===== config.mk =====
export PLATFORM = sky130hd
export DESIGN_NAME = code_option_loader
export DESIGN_NICKNAME = d
export VERILOG_FILES = /design/src/option_loader_pkg.sv /design/src/sys_clock_divider.sv /design/src/program_read_guard.sv /design/src/code_option_loader.sv
export VERILOG_INCLUDE_DIRS = /design/src
export SDC_FILE = /design/constraint.sdc
export NUM_CORES = 1
export LEC_CHECK = 0
export ABC_CLOCK_PERIOD_IN_PS = 4600
export BUFFER_PORTS_ARGS = -buffer_cell sky130_fd_sc_hd__clkbuf_2
export CORE_MARGIN = 5
export CORE_UTILIZATION = 57
export CTS_CLUSTER_DIAMETER = 150
export DETAILED_ROUTE_END_ITERATION = 7
export PLACE_DENSITY = 0.85
export REMOVE_ABC_BUFFERS = 1
export SETUP_SLACK_MARGIN = 0.4
export SYNTH_ARGS = -nofsm -noshare
export SYNTH_HDL_FRONTEND = slang
export SYNTH_SLANG_ARGS = --single-unit

===== constraint.sdc =====
create_clock -name i_clk -period 4.6 [get_ports i_clk]
set_input_delay 0.92 -clock i_clk [delete_from_list [all_inputs] [get_ports i_clk]]
set_output_delay 0.92 -clock i_clk [all_outputs]
set_load 0.05 [all_outputs]

===== src/option_loader_defs.svh =====
// option loader constants: indices, field positions, reset values, counts
// assumes inclusion by bare name from every file that needs the numbers
`ifndef OPTION_LOADER_DEFS_SVH
`define OPTION_LOADER_DEFS_SVH

// option indices, also the byte addresses in the option storage
`define OPT_IDX_TRIM   8'h83
`define OPT_IDX_CFG0   8'hc1
`define OPT_IDX_CFG1   8'hc2

// option_config_0 fields
`define CFG0_WDT_BIT     7
`define CFG0_DIV_HI      5
`define CFG0_DIV_LO      4
`define CFG0_RSTPIN_BIT  3
`define CFG0_BOR_DIS_BIT 2
`define CFG0_BOR_LVL_HI  1
`define CFG0_BOR_LVL_LO  0
`define CFG0_WMASK       8'hbf

// option_config_1 fields
`define CFG1_REF_HI    7
`define CFG1_REF_LO    6
`define CFG1_BOOT_BIT  5
`define CFG1_DBG_BIT   4
`define CFG1_IAP_HI    3
`define CFG1_IAP_LO    2
`define CFG1_LDS_HI    1
`define CFG1_LDS_LO    0

// reset values before the load completes
`define OPT_RESET_VAL  8'h00
`define SFR_INDEX_RST  8'h00

// oscillator divide ratios for codes 00, 01, 10, 11
`define DIV_RATIO_0    4'h1
`define DIV_RATIO_1    4'h2
`define DIV_RATIO_2    4'h4
`define DIV_RATIO_3    4'hc

// load sequence length, three options at three cycles each
`define LOAD_CYCLES    9
`define LOAD_LAST_SLOT 2'h2

// protected head of the main program area
`define MOVC_GUARD_BYTES 14'h0100

`endif


===== src/option_loader_pkg.sv =====
// types shared by the option loader and its helper modules
// assumes nothing beyond a SystemVerilog compiler
package option_loader_pkg;

  // special-function-register access from the core, one cycle strobes
  typedef struct packed {
    logic       wr;
    logic       rd;
    logic       sel_data;   // 0 index register, 1 data register
    logic [7:0] wdata;
  } sfr_req_type;

  // program-memory read request as seen by the read guard
  typedef struct packed {
    logic        req;
    logic        target_loader;   // address lies in boot loader area
    logic        exec_loader;     // requesting code runs in loader area
    logic [13:0] addr;            // offset within the target area
  } movc_req_type;

  typedef enum logic [1:0] {
    LD_FETCH   = 2'b00,
    LD_WAIT    = 2'b01,
    LD_CAPTURE = 2'b10,
    LD_RUN     = 2'b11
  } load_state_type;

  typedef struct packed {
    load_state_type state;
    logic [1:0]     slot;
    logic           nvm_rd;
    logic [7:0]     nvm_addr;
    logic [7:0]     index;
    logic [7:0]     cfg0;
    logic [7:0]     cfg1;
    logic [7:0]     trim;
    logic [7:0]     rdata;
    logic [2:0]     pin_sync;
    logic           pin_level;
    logic           ext_reset;
    logic           gpio_in;
    logic           bor_en;
    logic           done;
  } loader_state_type;

  typedef struct packed {
    logic [3:0] count;
    logic       tick;
  } divider_state_type;

  typedef struct packed {
    logic valid;
    logic blocked;
  } guard_state_type;

endpackage


===== src/sys_clock_divider.sv =====
// system clock strobe: divides the oscillator clock by 1, 2, 4 or 12
// assumes i_clk is the high-frequency oscillator and the select is stable
`timescale 1ns/1ps
`include "option_loader_defs.svh"

module sys_clock_divider (
  input  logic       i_clk,
  input  logic       i_resetn,
  input  logic       i_run,
  input  logic [1:0] i_divider_select,
  output logic       o_sys_clk_tick
);

  option_loader_pkg::divider_state_type r_reg;
  option_loader_pkg::divider_state_type r_next;

  // code to ratio, shared by the counter and its check
  function automatic logic [3:0] ratio_of(input logic [1:0] sel);
    case (sel)
      2'h0:    ratio_of = `DIV_RATIO_0;
      2'h1:    ratio_of = `DIV_RATIO_1;
      2'h2:    ratio_of = `DIV_RATIO_2;
      default: ratio_of = `DIV_RATIO_3;
    endcase
  endfunction

  // one tick per ratio cycles; idle until the options are loaded
  always_comb begin
    r_next = r_reg;
    if (!i_run) begin
      r_next.count = 4'h0;
      r_next.tick  = 1'b0;
    end else if (r_reg.count >= ratio_of(i_divider_select) - 4'h1) begin
      r_next.count = 4'h0;
      r_next.tick  = 1'b1;
    end else begin
      r_next.count = r_reg.count + 4'h1;
      r_next.tick  = 1'b0;
    end
  end

  always_ff @(posedge i_clk or negedge i_resetn) begin
    if (!i_resetn) begin
      r_reg <= '0;
    end else begin
      r_reg <= r_next;
    end
  end

  assign o_sys_clk_tick = r_reg.tick;
endmodule


===== src/program_read_guard.sv =====
// program-memory read guard for code running in the main area
// assumes one request per cycle and a registered verdict is acceptable
`timescale 1ns/1ps
`include "option_loader_defs.svh"

module program_read_guard (
  input  logic                           i_clk,
  input  logic                           i_resetn,
  input  option_loader_pkg::movc_req_type i_movc,
  output logic                           o_movc_valid,
  output logic                           o_movc_blocked
);

  option_loader_pkg::guard_state_type r_reg;
  option_loader_pkg::guard_state_type r_next;

  // main-area code may not see the loader nor the head of its own area
  always_comb begin
    r_next.valid   = i_movc.req;
    r_next.blocked = i_movc.req && !i_movc.exec_loader &&
                     (i_movc.target_loader ||
                      i_movc.addr < `MOVC_GUARD_BYTES);
  end

  always_ff @(posedge i_clk or negedge i_resetn) begin
    if (!i_resetn) begin
      r_reg <= '0;
    end else begin
      r_reg <= r_next;
    end
  end

  assign o_movc_valid   = r_reg.valid;
  assign o_movc_blocked = r_reg.blocked;
endmodule


===== src/code_option_loader.sv =====
// option loader: copies the option bytes from storage at reset and
// serves them to software through an index and a data register
// assumes a storage that answers one cycle after its read strobe
`timescale 1ns/1ps
`include "option_loader_defs.svh"

module code_option_loader (
  input  logic                             i_clk,
  input  logic                             i_resetn,
  input  option_loader_pkg::sfr_req_type   i_sfr,
  output logic [7:0]                       o_sfr_rdata,
  output logic                             o_nvm_rd,
  output logic [7:0]                       o_nvm_addr,
  input  logic [7:0]                       i_nvm_rdata,
  input  logic                             i_reset_pin,
  input  option_loader_pkg::movc_req_type  i_movc,
  output logic                             o_movc_valid,
  output logic                             o_movc_blocked,
  output logic                             o_load_done,
  output logic                             o_watchdog_enable,
  output logic                             o_sys_clk_tick,
  output logic                             o_ext_reset_req,
  output logic                             o_gpio_in,
  output logic                             o_brownout_enable,
  output logic [1:0]                       o_brownout_level_select,
  output logic [1:0]                       o_converter_reference_select,
  output logic                             o_boot_from_loader,
  output logic                             o_debug_port_disable,
  output logic [1:0]                       o_self_program_range,
  output logic [1:0]                       o_boot_area_size,
  output logic [7:0]                       o_oscillator_trim
);

  // --------------------------------------------------------------------
  // state
  // --------------------------------------------------------------------

  // pin stages start high so a released reset line raises no request
  localparam option_loader_pkg::loader_state_type STATE_RESET = '{
    state:     option_loader_pkg::LD_FETCH,
    slot:      2'h0,
    nvm_rd:    1'h0,
    nvm_addr:  8'h00,
    index:     `SFR_INDEX_RST,
    cfg0:      `OPT_RESET_VAL,
    cfg1:      `OPT_RESET_VAL,
    trim:      `OPT_RESET_VAL,
    rdata:     8'h00,
    pin_sync:  3'h7,
    pin_level: 1'h1,
    ext_reset: 1'h0,
    gpio_in:   1'h0,
    bor_en:    1'h1,
    done:      1'h0
  };

  option_loader_pkg::loader_state_type r_reg;
  option_loader_pkg::loader_state_type r_next;

  // slot order of the load: trim, config 0, config 1
  function automatic logic [7:0] slot_index(input logic [1:0] slot);
    case (slot)
      2'h0:    slot_index = `OPT_IDX_TRIM;
      2'h1:    slot_index = `OPT_IDX_CFG0;
      default: slot_index = `OPT_IDX_CFG1;
    endcase
  endfunction

  // index decode for reads and writes: {hit, slot}
  function automatic logic [2:0] decode_index(input logic [7:0] idx);
    case (idx)
      `OPT_IDX_TRIM: decode_index = 3'h4;
      `OPT_IDX_CFG0: decode_index = 3'h5;
      `OPT_IDX_CFG1: decode_index = 3'h6;
      default:       decode_index = 3'h0;
    endcase
  endfunction

  // --------------------------------------------------------------------
  // next-state logic
  // --------------------------------------------------------------------

  // load sequence, software access, pin role and derived levels
  always_comb begin
    logic [2:0] dec;
    logic [7:0] opt_val;
    logic [1:0] wslot;
    logic [7:0] wval;
    logic       wen;
    dec     = decode_index(r_reg.index);
    opt_val = 8'h00;
    wslot   = 2'h0;
    wval    = 8'h00;
    wen     = 1'b0;
    r_next  = r_reg;

    // level follows the third stage only while second and third stages agree
    r_next.pin_sync = {r_reg.pin_sync[1:0], i_reset_pin};
    if (r_reg.pin_sync[1] == r_reg.pin_sync[2]) begin
      r_next.pin_level = r_reg.pin_sync[2];
    end
    r_next.ext_reset = !r_reg.cfg0[`CFG0_RSTPIN_BIT] &&
                       !r_reg.pin_level;
    r_next.gpio_in   = r_reg.cfg0[`CFG0_RSTPIN_BIT] &&
                       r_reg.pin_level;

    case (dec[1:0])
      2'h0:    opt_val = r_reg.trim;
      2'h1:    opt_val = r_reg.cfg0;
      default: opt_val = r_reg.cfg1;
    endcase

    r_next.nvm_rd = 1'b0;
    case (r_reg.state)
      option_loader_pkg::LD_FETCH: begin
        r_next.nvm_rd   = 1'b1;
        r_next.nvm_addr = slot_index(r_reg.slot);
        r_next.state    = option_loader_pkg::LD_WAIT;
      end
      option_loader_pkg::LD_WAIT: begin
        r_next.state = option_loader_pkg::LD_CAPTURE;
      end
      option_loader_pkg::LD_CAPTURE: begin
        wen   = 1'b1;
        wslot = r_reg.slot;
        wval  = i_nvm_rdata;
        if (r_reg.slot == `LOAD_LAST_SLOT) begin
          r_next.state = option_loader_pkg::LD_RUN;
          r_next.done  = 1'b1;
        end else begin
          r_next.slot  = r_reg.slot + 2'h1;
          r_next.state = option_loader_pkg::LD_FETCH;
        end
      end
      option_loader_pkg::LD_RUN: begin
        // data writes reach only a mapped option
        if (i_sfr.wr && i_sfr.sel_data && dec[2]) begin
          wen   = 1'b1;
          wslot = dec[1:0];
          wval  = i_sfr.wdata;
        end
      end
      default: begin
        r_next.state = option_loader_pkg::LD_FETCH;
      end
    endcase

    // the index is open from reset on, unlike the data register
    if (i_sfr.wr && !i_sfr.sel_data) begin
      r_next.index = i_sfr.wdata;
    end

    // one write path for the load and for software
    if (wen) begin
      case (wslot)
        2'h0:    r_next.trim = wval;
        2'h1:    r_next.cfg0 = wval & `CFG0_WMASK;
        default: r_next.cfg1 = wval;
      endcase
    end

    // data reads before the load completes or of a hole return zero
    if (i_sfr.rd) begin
      if (!i_sfr.sel_data) begin
        r_next.rdata = r_reg.index;
      end else if (r_reg.done && dec[2]) begin
        r_next.rdata = opt_val;
      end else begin
        r_next.rdata = 8'h00;
      end
    end

    r_next.bor_en = !r_next.cfg0[`CFG0_BOR_DIS_BIT];
  end

  always_ff @(posedge i_clk or negedge i_resetn) begin
    if (!i_resetn) begin
      r_reg <= STATE_RESET;
    end else begin
      r_reg <= r_next;
    end
  end

  // --------------------------------------------------------------------
  // helpers and outputs
  // --------------------------------------------------------------------

  // divider waits for the load so it never runs on a stale code
  sys_clock_divider u_divider (
    .i_clk            (i_clk),
    .i_resetn         (i_resetn),
    .i_run            (r_reg.done),
    .i_divider_select (r_reg.cfg0[`CFG0_DIV_HI:`CFG0_DIV_LO]),
    .o_sys_clk_tick   (o_sys_clk_tick)
  );

  program_read_guard u_guard (
    .i_clk          (i_clk),
    .i_resetn       (i_resetn),
    .i_movc         (i_movc),
    .o_movc_valid   (o_movc_valid),
    .o_movc_blocked (o_movc_blocked)
  );

  // option fields straight from their flip-flops
  assign o_sfr_rdata       = r_reg.rdata;
  assign o_nvm_rd          = r_reg.nvm_rd;
  assign o_nvm_addr        = r_reg.nvm_addr;
  assign o_load_done       = r_reg.done;
  assign o_watchdog_enable = r_reg.cfg0[`CFG0_WDT_BIT];
  assign o_ext_reset_req   = r_reg.ext_reset;
  assign o_gpio_in         = r_reg.gpio_in;
  assign o_brownout_enable = r_reg.bor_en;
  assign o_brownout_level_select =
    r_reg.cfg0[`CFG0_BOR_LVL_HI:`CFG0_BOR_LVL_LO];
  assign o_converter_reference_select =
    r_reg.cfg1[`CFG1_REF_HI:`CFG1_REF_LO];
  assign o_boot_from_loader   = r_reg.cfg1[`CFG1_BOOT_BIT];
  assign o_debug_port_disable = r_reg.cfg1[`CFG1_DBG_BIT];
  assign o_self_program_range = r_reg.cfg1[`CFG1_IAP_HI:`CFG1_IAP_LO];
  assign o_boot_area_size     = r_reg.cfg1[`CFG1_LDS_HI:`CFG1_LDS_LO];
  assign o_oscillator_trim    = r_reg.trim;
endmodule


==> results of run 1 <==
==> stage by stage <==
step	setup slack, ps	util	std cells	total power [mW]
2_1_floorplan	2311	-	249	0.9436
3_3_place_gp	1900	0.6213	391	1.037
3_5_place_dp	1888	0.6213	391	1.054
4_1_cts	2239	0.6566	407	1.532
5_1_grt	2118	0.6566	407	1.599
6_report	2195	0.6566	407	1.526
==> final timing paths <==
| check | endpoint | slack (ps) | depth (start not counted) |
|---|---|---|---|
| max in group asynchronous | r_next[6]$_DFF_PN1_ | 3040 | 2 |
| setup reg to reg | o_oscillator_trim[6]$_DFFE_PN0P_ | 2380 | 5 |
| hold / removal | r_next[7]$_DFF_PN1_ | 360 | 0 |
| setup / recovery | o_oscillator_trim[6]$_DFFE_PN0P_ | 2190 | 6 |
| min in group asynchronous | o_nvm_addr[6]$_DFFE_PN0P_ | 620 | 1 |
| hold reg to reg | r_next[7]$_DFF_PN1_ | 360 | 0 |
==> power by group through the flow <==
stage	Combinational [mW]	Clock, mW	Sequential, mW
after floorplan	0.161	0	0.783
after global placement	0.359	0	0.679
after detailed placement	0.373	0	0.681
after CTS	0.375	0.485	0.672
after global routing	0.407	0.511	0.681
final	0.372	0.481	0.673
==> per-layer routing <==
metal | up-vias | routed length, microns | global-route usage
li1 | 1063 | - | -
met1 | 1101 | 3104 | 0.2796
met2 | 94 | 3283 | 0.3153
met3 | 8 | 505 | 0.05860
met4 | 0 | 106 | 0.07194
met5 | - | 0 | 0
==> area by class of cell <==
type	count	share of cell area
Tap cell	72	0.02462
Clock inverter	7	0.01983
Clock buffer	9	0.03385
Timing Repair Buffer	70	0.09641
Sequential cell	63	0.4325
Inverter	17	0.01744
Multi-Input combinational cell	169	0.3754
==> synthesized netlist by cell type, types with 2 or more instances <==
cell	count
buf_6	3
a22o_1	8
o21ai_0	24
mux2i_1	4
nand3_1	3
a21oi_1	5
nor2_1	4
nand4_1	2
mux2_4	15
dfstp_2	5
xnor2_1	3
clkbuf_1	3
nand2_1	13
o22a_1	7
buf_4	32
mux2_2	9
nand2b_1	3
o22ai_1	7
o21ai_1	8
ha_1	16
dfrtp_1	58
nor2b_1	3
and3_1	5
or2_2	2
inv_1	16
a21o_1	4
==> critical path, delay by kind of cell <==
| kind | cells | cell delay, ps |
|---|---|---|
| and+or+nand+nor | 2 | 350 |
| muxes | 1 | 350 |
| AOI/OAI and AO/OA | 2 | 810 |
| buffers and inverters | 1 | 200 |
==> kinds of logic (layout without fill, tap and decap cells) <==
family,count (synthesis),count (layout)
AND/OR/NAND/NOR,45,45
adder cells (fa/ha/maj),17,17
other,1,4
XOR/XNOR,4,4
flip-flops,63,63
multiplexers,28,28
AO/OA/AOI/OAI,71,71
buffers and inverters,55,103
==> summary.txt, run 1 <==
Layout
  – Diode count: 0
  – Commonest cells after routing, fill and taps aside: clkbuf_2 (69), dfrtp_1 (58), o21ai_0 (24)
  – Fillers: 417
  – Nets: between 300 and 400
  – Most common cell after layout, fill and taps aside: clkbuf_2
  – Area of the multi-input gates: 0.001374 sq mm
  – Layout area overhead: 11.09%
  – Layout cell share with drive strength beyond 1: 0.3821
  – FF/Latch Area: 0.001583 sq mm
  – Post-layout instance area: 0.003660 sq mm
  – Max FFs per register: 17

Critical path
  – CP max stage delay: ~570 ps
  – Startpoint types: input port
  – Worst path arrival time: 2640 ps
  – CP Capture Type: flip-flop
  – Crit path launch: i_sfr[8]
  – R2R Path Start: r_reg[43]$_DFFE_PN0P_
  – Setup CP Type: input port to flip-flop
  – Critical Path, Cell by Cell: clkbuf_2 -> and3_1 -> nand3_1 -> o2111ai_1 -> o31a_1 -> mux2_4
  – Worst-path fanout max: 11
  – WP data required: 4830 ps
  – Crit path max-delay cell type: o31a_1

STA
  – Slew HR: 0.3721
  – Hold Slack: about 360 ps
  – Endpoints failing setup: 0
  – Unrepaired setup endpoints after global routing: no
  – Max-slew violation count: 0
  – Setup Skew: 8.300 ps
  – Min Tclk post-route: 2405 ps
  – Tcrit/Tclk final: 0.5228
  – Worst Max-Slew Pin Slew: 940.0 ps
  – Final Hold Viols: 0
  – Max Freq: 0.4158 GHz
  – Setup_tns: 0 ps

Synthesis
  – Adder-cell share of the synthesized area: 0.06381
  – Unique masters post-synth: 48
  – Mapped Avg Cell Area: 11.60 sq um
  – Simple-gate area share of the yosys netlist: 0.08166
  – Synth area leader: dfrtp_1
  – Top FF cell, synth: dfrtp_1
  – Register area share after synthesis: 0.4804
  – Synthesis Warnings: 0
  – Area fraction in compound gates after synthesis: 0.1451
  – Yosys reg bits: 63
  – Area contributors post-synth: dfrtp_1 (44%), buf_4 (7.3%), mux2_4 (6.8%)
  – Proportion of synthesized area in mux cells: 0.1113
  – XOR/XNOR share of the synthesized area: 0.01063
  – Synth top area share: 0.4406
  – Mapped Cells: 284
  – Post-synth ARST share: 1.000
  – Mapped Area: between 0.003 and 0.004 sq mm
  – Post-synth EDFFs: 0
  – Largest family of logic cells by synthesized area: compound AO/OA/AOI/OAI gates

Routing
  – Initial DRT Pass Iterations: 4
  – DRT antenna net count: 0
  – Vias per cell: 5.568
  – Routed vias: 2266
  – # DRC: 0
  – Initial DRC count: 180
  – Drt wl/cell: 17.19 microns
  – WL final: roughly 7000 microns

Clocking
  – Clock buffer count from CTS: 9
  – CTS tree: built
  – H-tree depth: 3
  – Post-CTS Setup Inserts: 0
  – CTS root buf: clkbuf_8
  – Hold bufs inserted after CTS: 0
  – Post-cts resize count: 0
  – Bufs on Longest Clock Path: 2
  – Clock transition at path regs: 70 ps
  – Worst-Skew Late Latency: 350 ps
  – TritonCTS Sinks: 63

Floorplanning
  – Die Span X: 86.03 microns
  – Core area: 0.005574 sq mm
  – IO Pins: 82
  – Starting Density: 0.5910
  – Die Span Y: 86.03 microns
  – # rows: 27
  – Die Area: around 0.0074 sq mm

Global route
  – GR Overflow Total: 0
  – Number of global-route vias before repair: 2256
  – Largest net degree at the start of global routing: 36
  – Initial antenna violation count: 0
  – First-pass GRT wire length: 11580 microns
  – Gr usage total: 0.2057

Power and ir drop
  – Sequential fraction of design power: 0.441
  – P_int: ~1 mW
  – Switching Share: 0.3430
  – Power Density: ~420 mW/mm^2
  – NetSw: 523.5 uW
  – Worst VDD drop: 0.2240 mV
  – Clk pwr share: 0.315
  – Comb power frac: 0.244
  – Static leakage: about 1.8 nW

Hold path
  – Hold Path Class: flip-flop to flip-flop
  – Worst hold start: r_next[6]$_DFF_PN1_

Flow run
  – Max_cap viols: 0

Outcome
  – Status: finished, final reports clean

Place
  – Routability cong.: 0.8748
  – Port bufs: 69
  – Placement Cell Area: 0.003463 sq mm
  – Hpwl dp: 5059 microns
No activity file was read; power rests on OpenSTA's default activity.
==> run 2: changes to the inputs <==
ABC_AREA = 1   (was default)
ABC_CLOCK_PERIOD_IN_PS = 2150   (was 4600)
CORE_UTILIZATION = 49   (was 57)
PLACE_DENSITY = 0.77   (was 0.85)
clock period = 2.15 ns   (was 4.6 ns; I/O delays follow)
==> summary.txt, run 2 <==
Synthesis
  – XOR/XNOR share of the synthesized area: 0.009979
  – Synth top area share: 0.4134
  – Unique masters post-synth: 38
  – Simple-gate area share of the yosys netlist: 0.2880
  – Synthesis Warnings: 0
  – Register area share after synthesis: 0.4508
  – Proportion of synthesized area in mux cells: 0
  – Post-synth ARST share: 1.000
  – Yosys reg bits: 63
  – Area fraction in compound gates after synthesis: 0.06415
  – Mapped Cells: 417
  – Count leader, synth: nand2_1
  – Mapped Area: 0.003511 sq mm
  – Post-synth EDFFs: 0
  – Synth area leader: dfrtp_1
  – Mapped Avg Cell Area: roughly 8.4 sq um
  – Top cells by count, synth: nand2_1 (99), dfrtp_1 (58), nor2_1 (57)
  – Adder-cell share of the synthesized area: 0.05987
  – Largest family of logic cells by synthesized area: simple AND/OR/NAND/NOR gates
  – Area contributors post-synth: dfrtp_1 (41%), nand2_1 (11%), buf_4 (7.5%)
  – Top FF cell, synth: dfrtp_1

Layout
  – Diode count: 0
  – Fillers: 643
  – Most common cell after layout, fill and taps aside: nand2_1
  – Commonest cells after routing, fill and taps aside: nand2_1 (96), clkbuf_2 (69), dfrtp_1 (58)
  – Post-layout instance area: 0.004121 sq mm
  – Layout cell share with drive strength beyond 1: 0.3216
  – Layout area overhead: 17.39%
  – Max FFs per register: 17
  – Nets: between 500 and 600

STA
  – Worst Max-Slew Pin Slew: 583.4 ps
  – Setup_tns: 0 ps
  – Endpoints failing setup: 0
  – Slew HR: 0.6110
  – Max-slew violation count: 0
  – Setup Skew: 5.221 ps
  – Final Hold Viols: 0
  – Setup ws final: approximately 370 ps
  – Tcrit/Tclk final: 0.8269
  – Max Freq: 0.5625 GHz
  – Min Tclk post-route: 1778 ps
  – Unrepaired setup endpoints after global routing: yes

Critical path
  – Critical Path Stages: 8
  – Crit path launch: r_reg[37]$_DFFE_PN0P_
  – Worst setup endpoint: u_divider.r_reg[2]$_DFF_PN0_
  – Critical Path, Cell by Cell: inv_2 -> nand2_4 -> ha_4 -> xnor2_1 -> ha_1 -> o211ai_1 -> nand3_2 -> nor3b_2
  – Startpoint types: flip-flop
  – Worst path arrival time: 2040 ps
  – WP data required: ~2400 ps
  – Crit path max-delay cell type: dfrtp_1
  – Family with the most delay on the worst path: adder cells
  – R2r setup slk: 370 ps
  – CP max stage delay: 410 ps
  – Worst path bufs/invs: 1
  – Worst-path fanout max: 5
  – CP Capture Type: flip-flop
  – FF-to-FF End: u_divider.r_reg[2]$_DFF_PN0_
  – R2R Path Start: r_reg[37]$_DFFE_PN0P_
  – Setup CP Type: flip-flop to flip-flop
  – Reg2Reg Depth: 8

Routing
  – WL final: roughly 8000 microns
  – Initial DRC count: 245
  – Vias per cell: 5.036
  – Routed vias: 2911
  – DRT antenna net count: 0
  – Drt wl/cell: roughly 14 microns
  – Initial DRT Pass Iterations: 4
  – # DRC: 0

Clocking
  – Worst-Skew Late Latency: 340 ps
  – TritonCTS Sinks: 63
  – CTS tree: built
  – Bufs on Longest Clock Path: 2
  – Clock buffer count from CTS: 9
  – H-tree depth: 3
  – Clock transition at path regs: 70 ps
  – CTS root buf: clkbuf_8

Flow run
  – Max_cap viols: 0

Power and ir drop
  – Power Density: 765.8 mW/mm^2
  – Static leakage: around 2.2 nW
  – Worst VDD drop: about 0.29 mV

Global route
  – Number of global-route vias before repair: 2946
  – Gr usage total: 0.1926
  – Largest net degree at the start of global routing: 21
  – Initial antenna violation count: 0
  – GR Overflow Total: 0
  – First-pass GRT wire length: roughly 13000 microns

Hold path
  – Hold Path Class: input port to async pin

Floorplanning
  – Core area: 0.006869 sq mm
  – Die Area: roughly 0.0090 sq mm
  – Die Span X: 94.65 microns
  – IO Pins: 82
  – Starting Density: 0.5111
  – Die Span Y: 94.65 microns
  – # rows: 30

Place
  – Placement Cell Area: 0.003756 sq mm
  – Routability cong.: 0.9136
  – Hpwl dp: 6000 microns
  – Post-Place Worst Slack: 218.5 ps
  – Port bufs: 69

Outcome
  – Status: finished, final reports clean
[run 2: how the worst min path moves through the flow]
stage	cells past startpoint	end	slack, ps
global placement	0	r_next[7]$_DFF_PN1_	350
CTS	1	o_gpio_in$_DFF_PN0_	90
floorplan	0	async pin	130
global route	1	o_nvm_addr[7]$_DFFE_PN0P_	120
finish	1	r_reg[60]$_DFFE_PN0P_	80
detailed placement	0	r_next[7]$_DFF_PN1_	350
[run 2: area by class of cell]
type / count / area, sq um / share of cell area
timing repair buffer: 85 / 503.0 / 0.1220
clock inverter: 3 / 17.52 / 0.004250
multi-input combinational: 281 / 1578 / 0.3828
sequential: 63 / 1583 / 0.3840
tap: 96 / 120.1 / 0.02914
inverter: 37 / 151.4 / 0.03673
clock buffer: 13 / 168.9 / 0.04098
[run 2: cell families after synthesis]
kind of cell,Yosys count
and+or+nand+nor,217
AOI/OAI and AO/OA,39
adders and majority gates,17
buffers and inverters,76
xor gates and xnor gates,4
other,1
DFF,63
[run 2: where the power goes]
group | switching [mW] | leakage [nW] | internal (mW)
combinational | 0.539 | 1.37 | 0.252
sequential | 0.0954 | 0.722 | 1.31
clock | 0.449 | 0.0954 | 0.509
total | 1.08 | 2.19 | 2.07
[run 2: layer usage]
metal	track usage	part of all wire	vias to the layer above
met4	0.08654	0.015	0
li1	-	-	1405
met3	0.04143	0.070	10
met2	0.3412	0.52	110
met1	0.2216	0.40	1386
met5	0	0	-
[run 2: worst reg2reg max path: stages (launching register included)]
cell and delay [ps]:
dfrtp_1 410, inv_2 120, nand2_4 80, ha_4 160, xnor2_1 170, ha_1 280, o211ai_1 120, nand3_2 180
nor3b_2 180
[run 2: timing repair]
action / in CTS / in global routing
setup endpoints to repair: 13 / 22
pin swaps: 4 / 8
gates resized for setup: 7 / 13
endpoints found under the hold margin: 0 / 0
hold buffers: 0 / 0
buffers inserted: 5 / 6
[run 2: through the flow]
stage / util / hold WS, ps / instances / power, mW
4_1_cts: 0.5871 / 86.72 / 572 / 3.141
5_1_grt: 0.6000 / 119.0 / 578 / 3.320
3_5_place_dp: 0.5468 / 351.3 / 551 / 2.138
3_3_place_gp: 0.5468 / 345.7 / 551 / 2.108
6_report: 0.6000 / 81.89 / 578 / 3.156
2_1_floorplan: - / 134.4 / 381 / 1.916
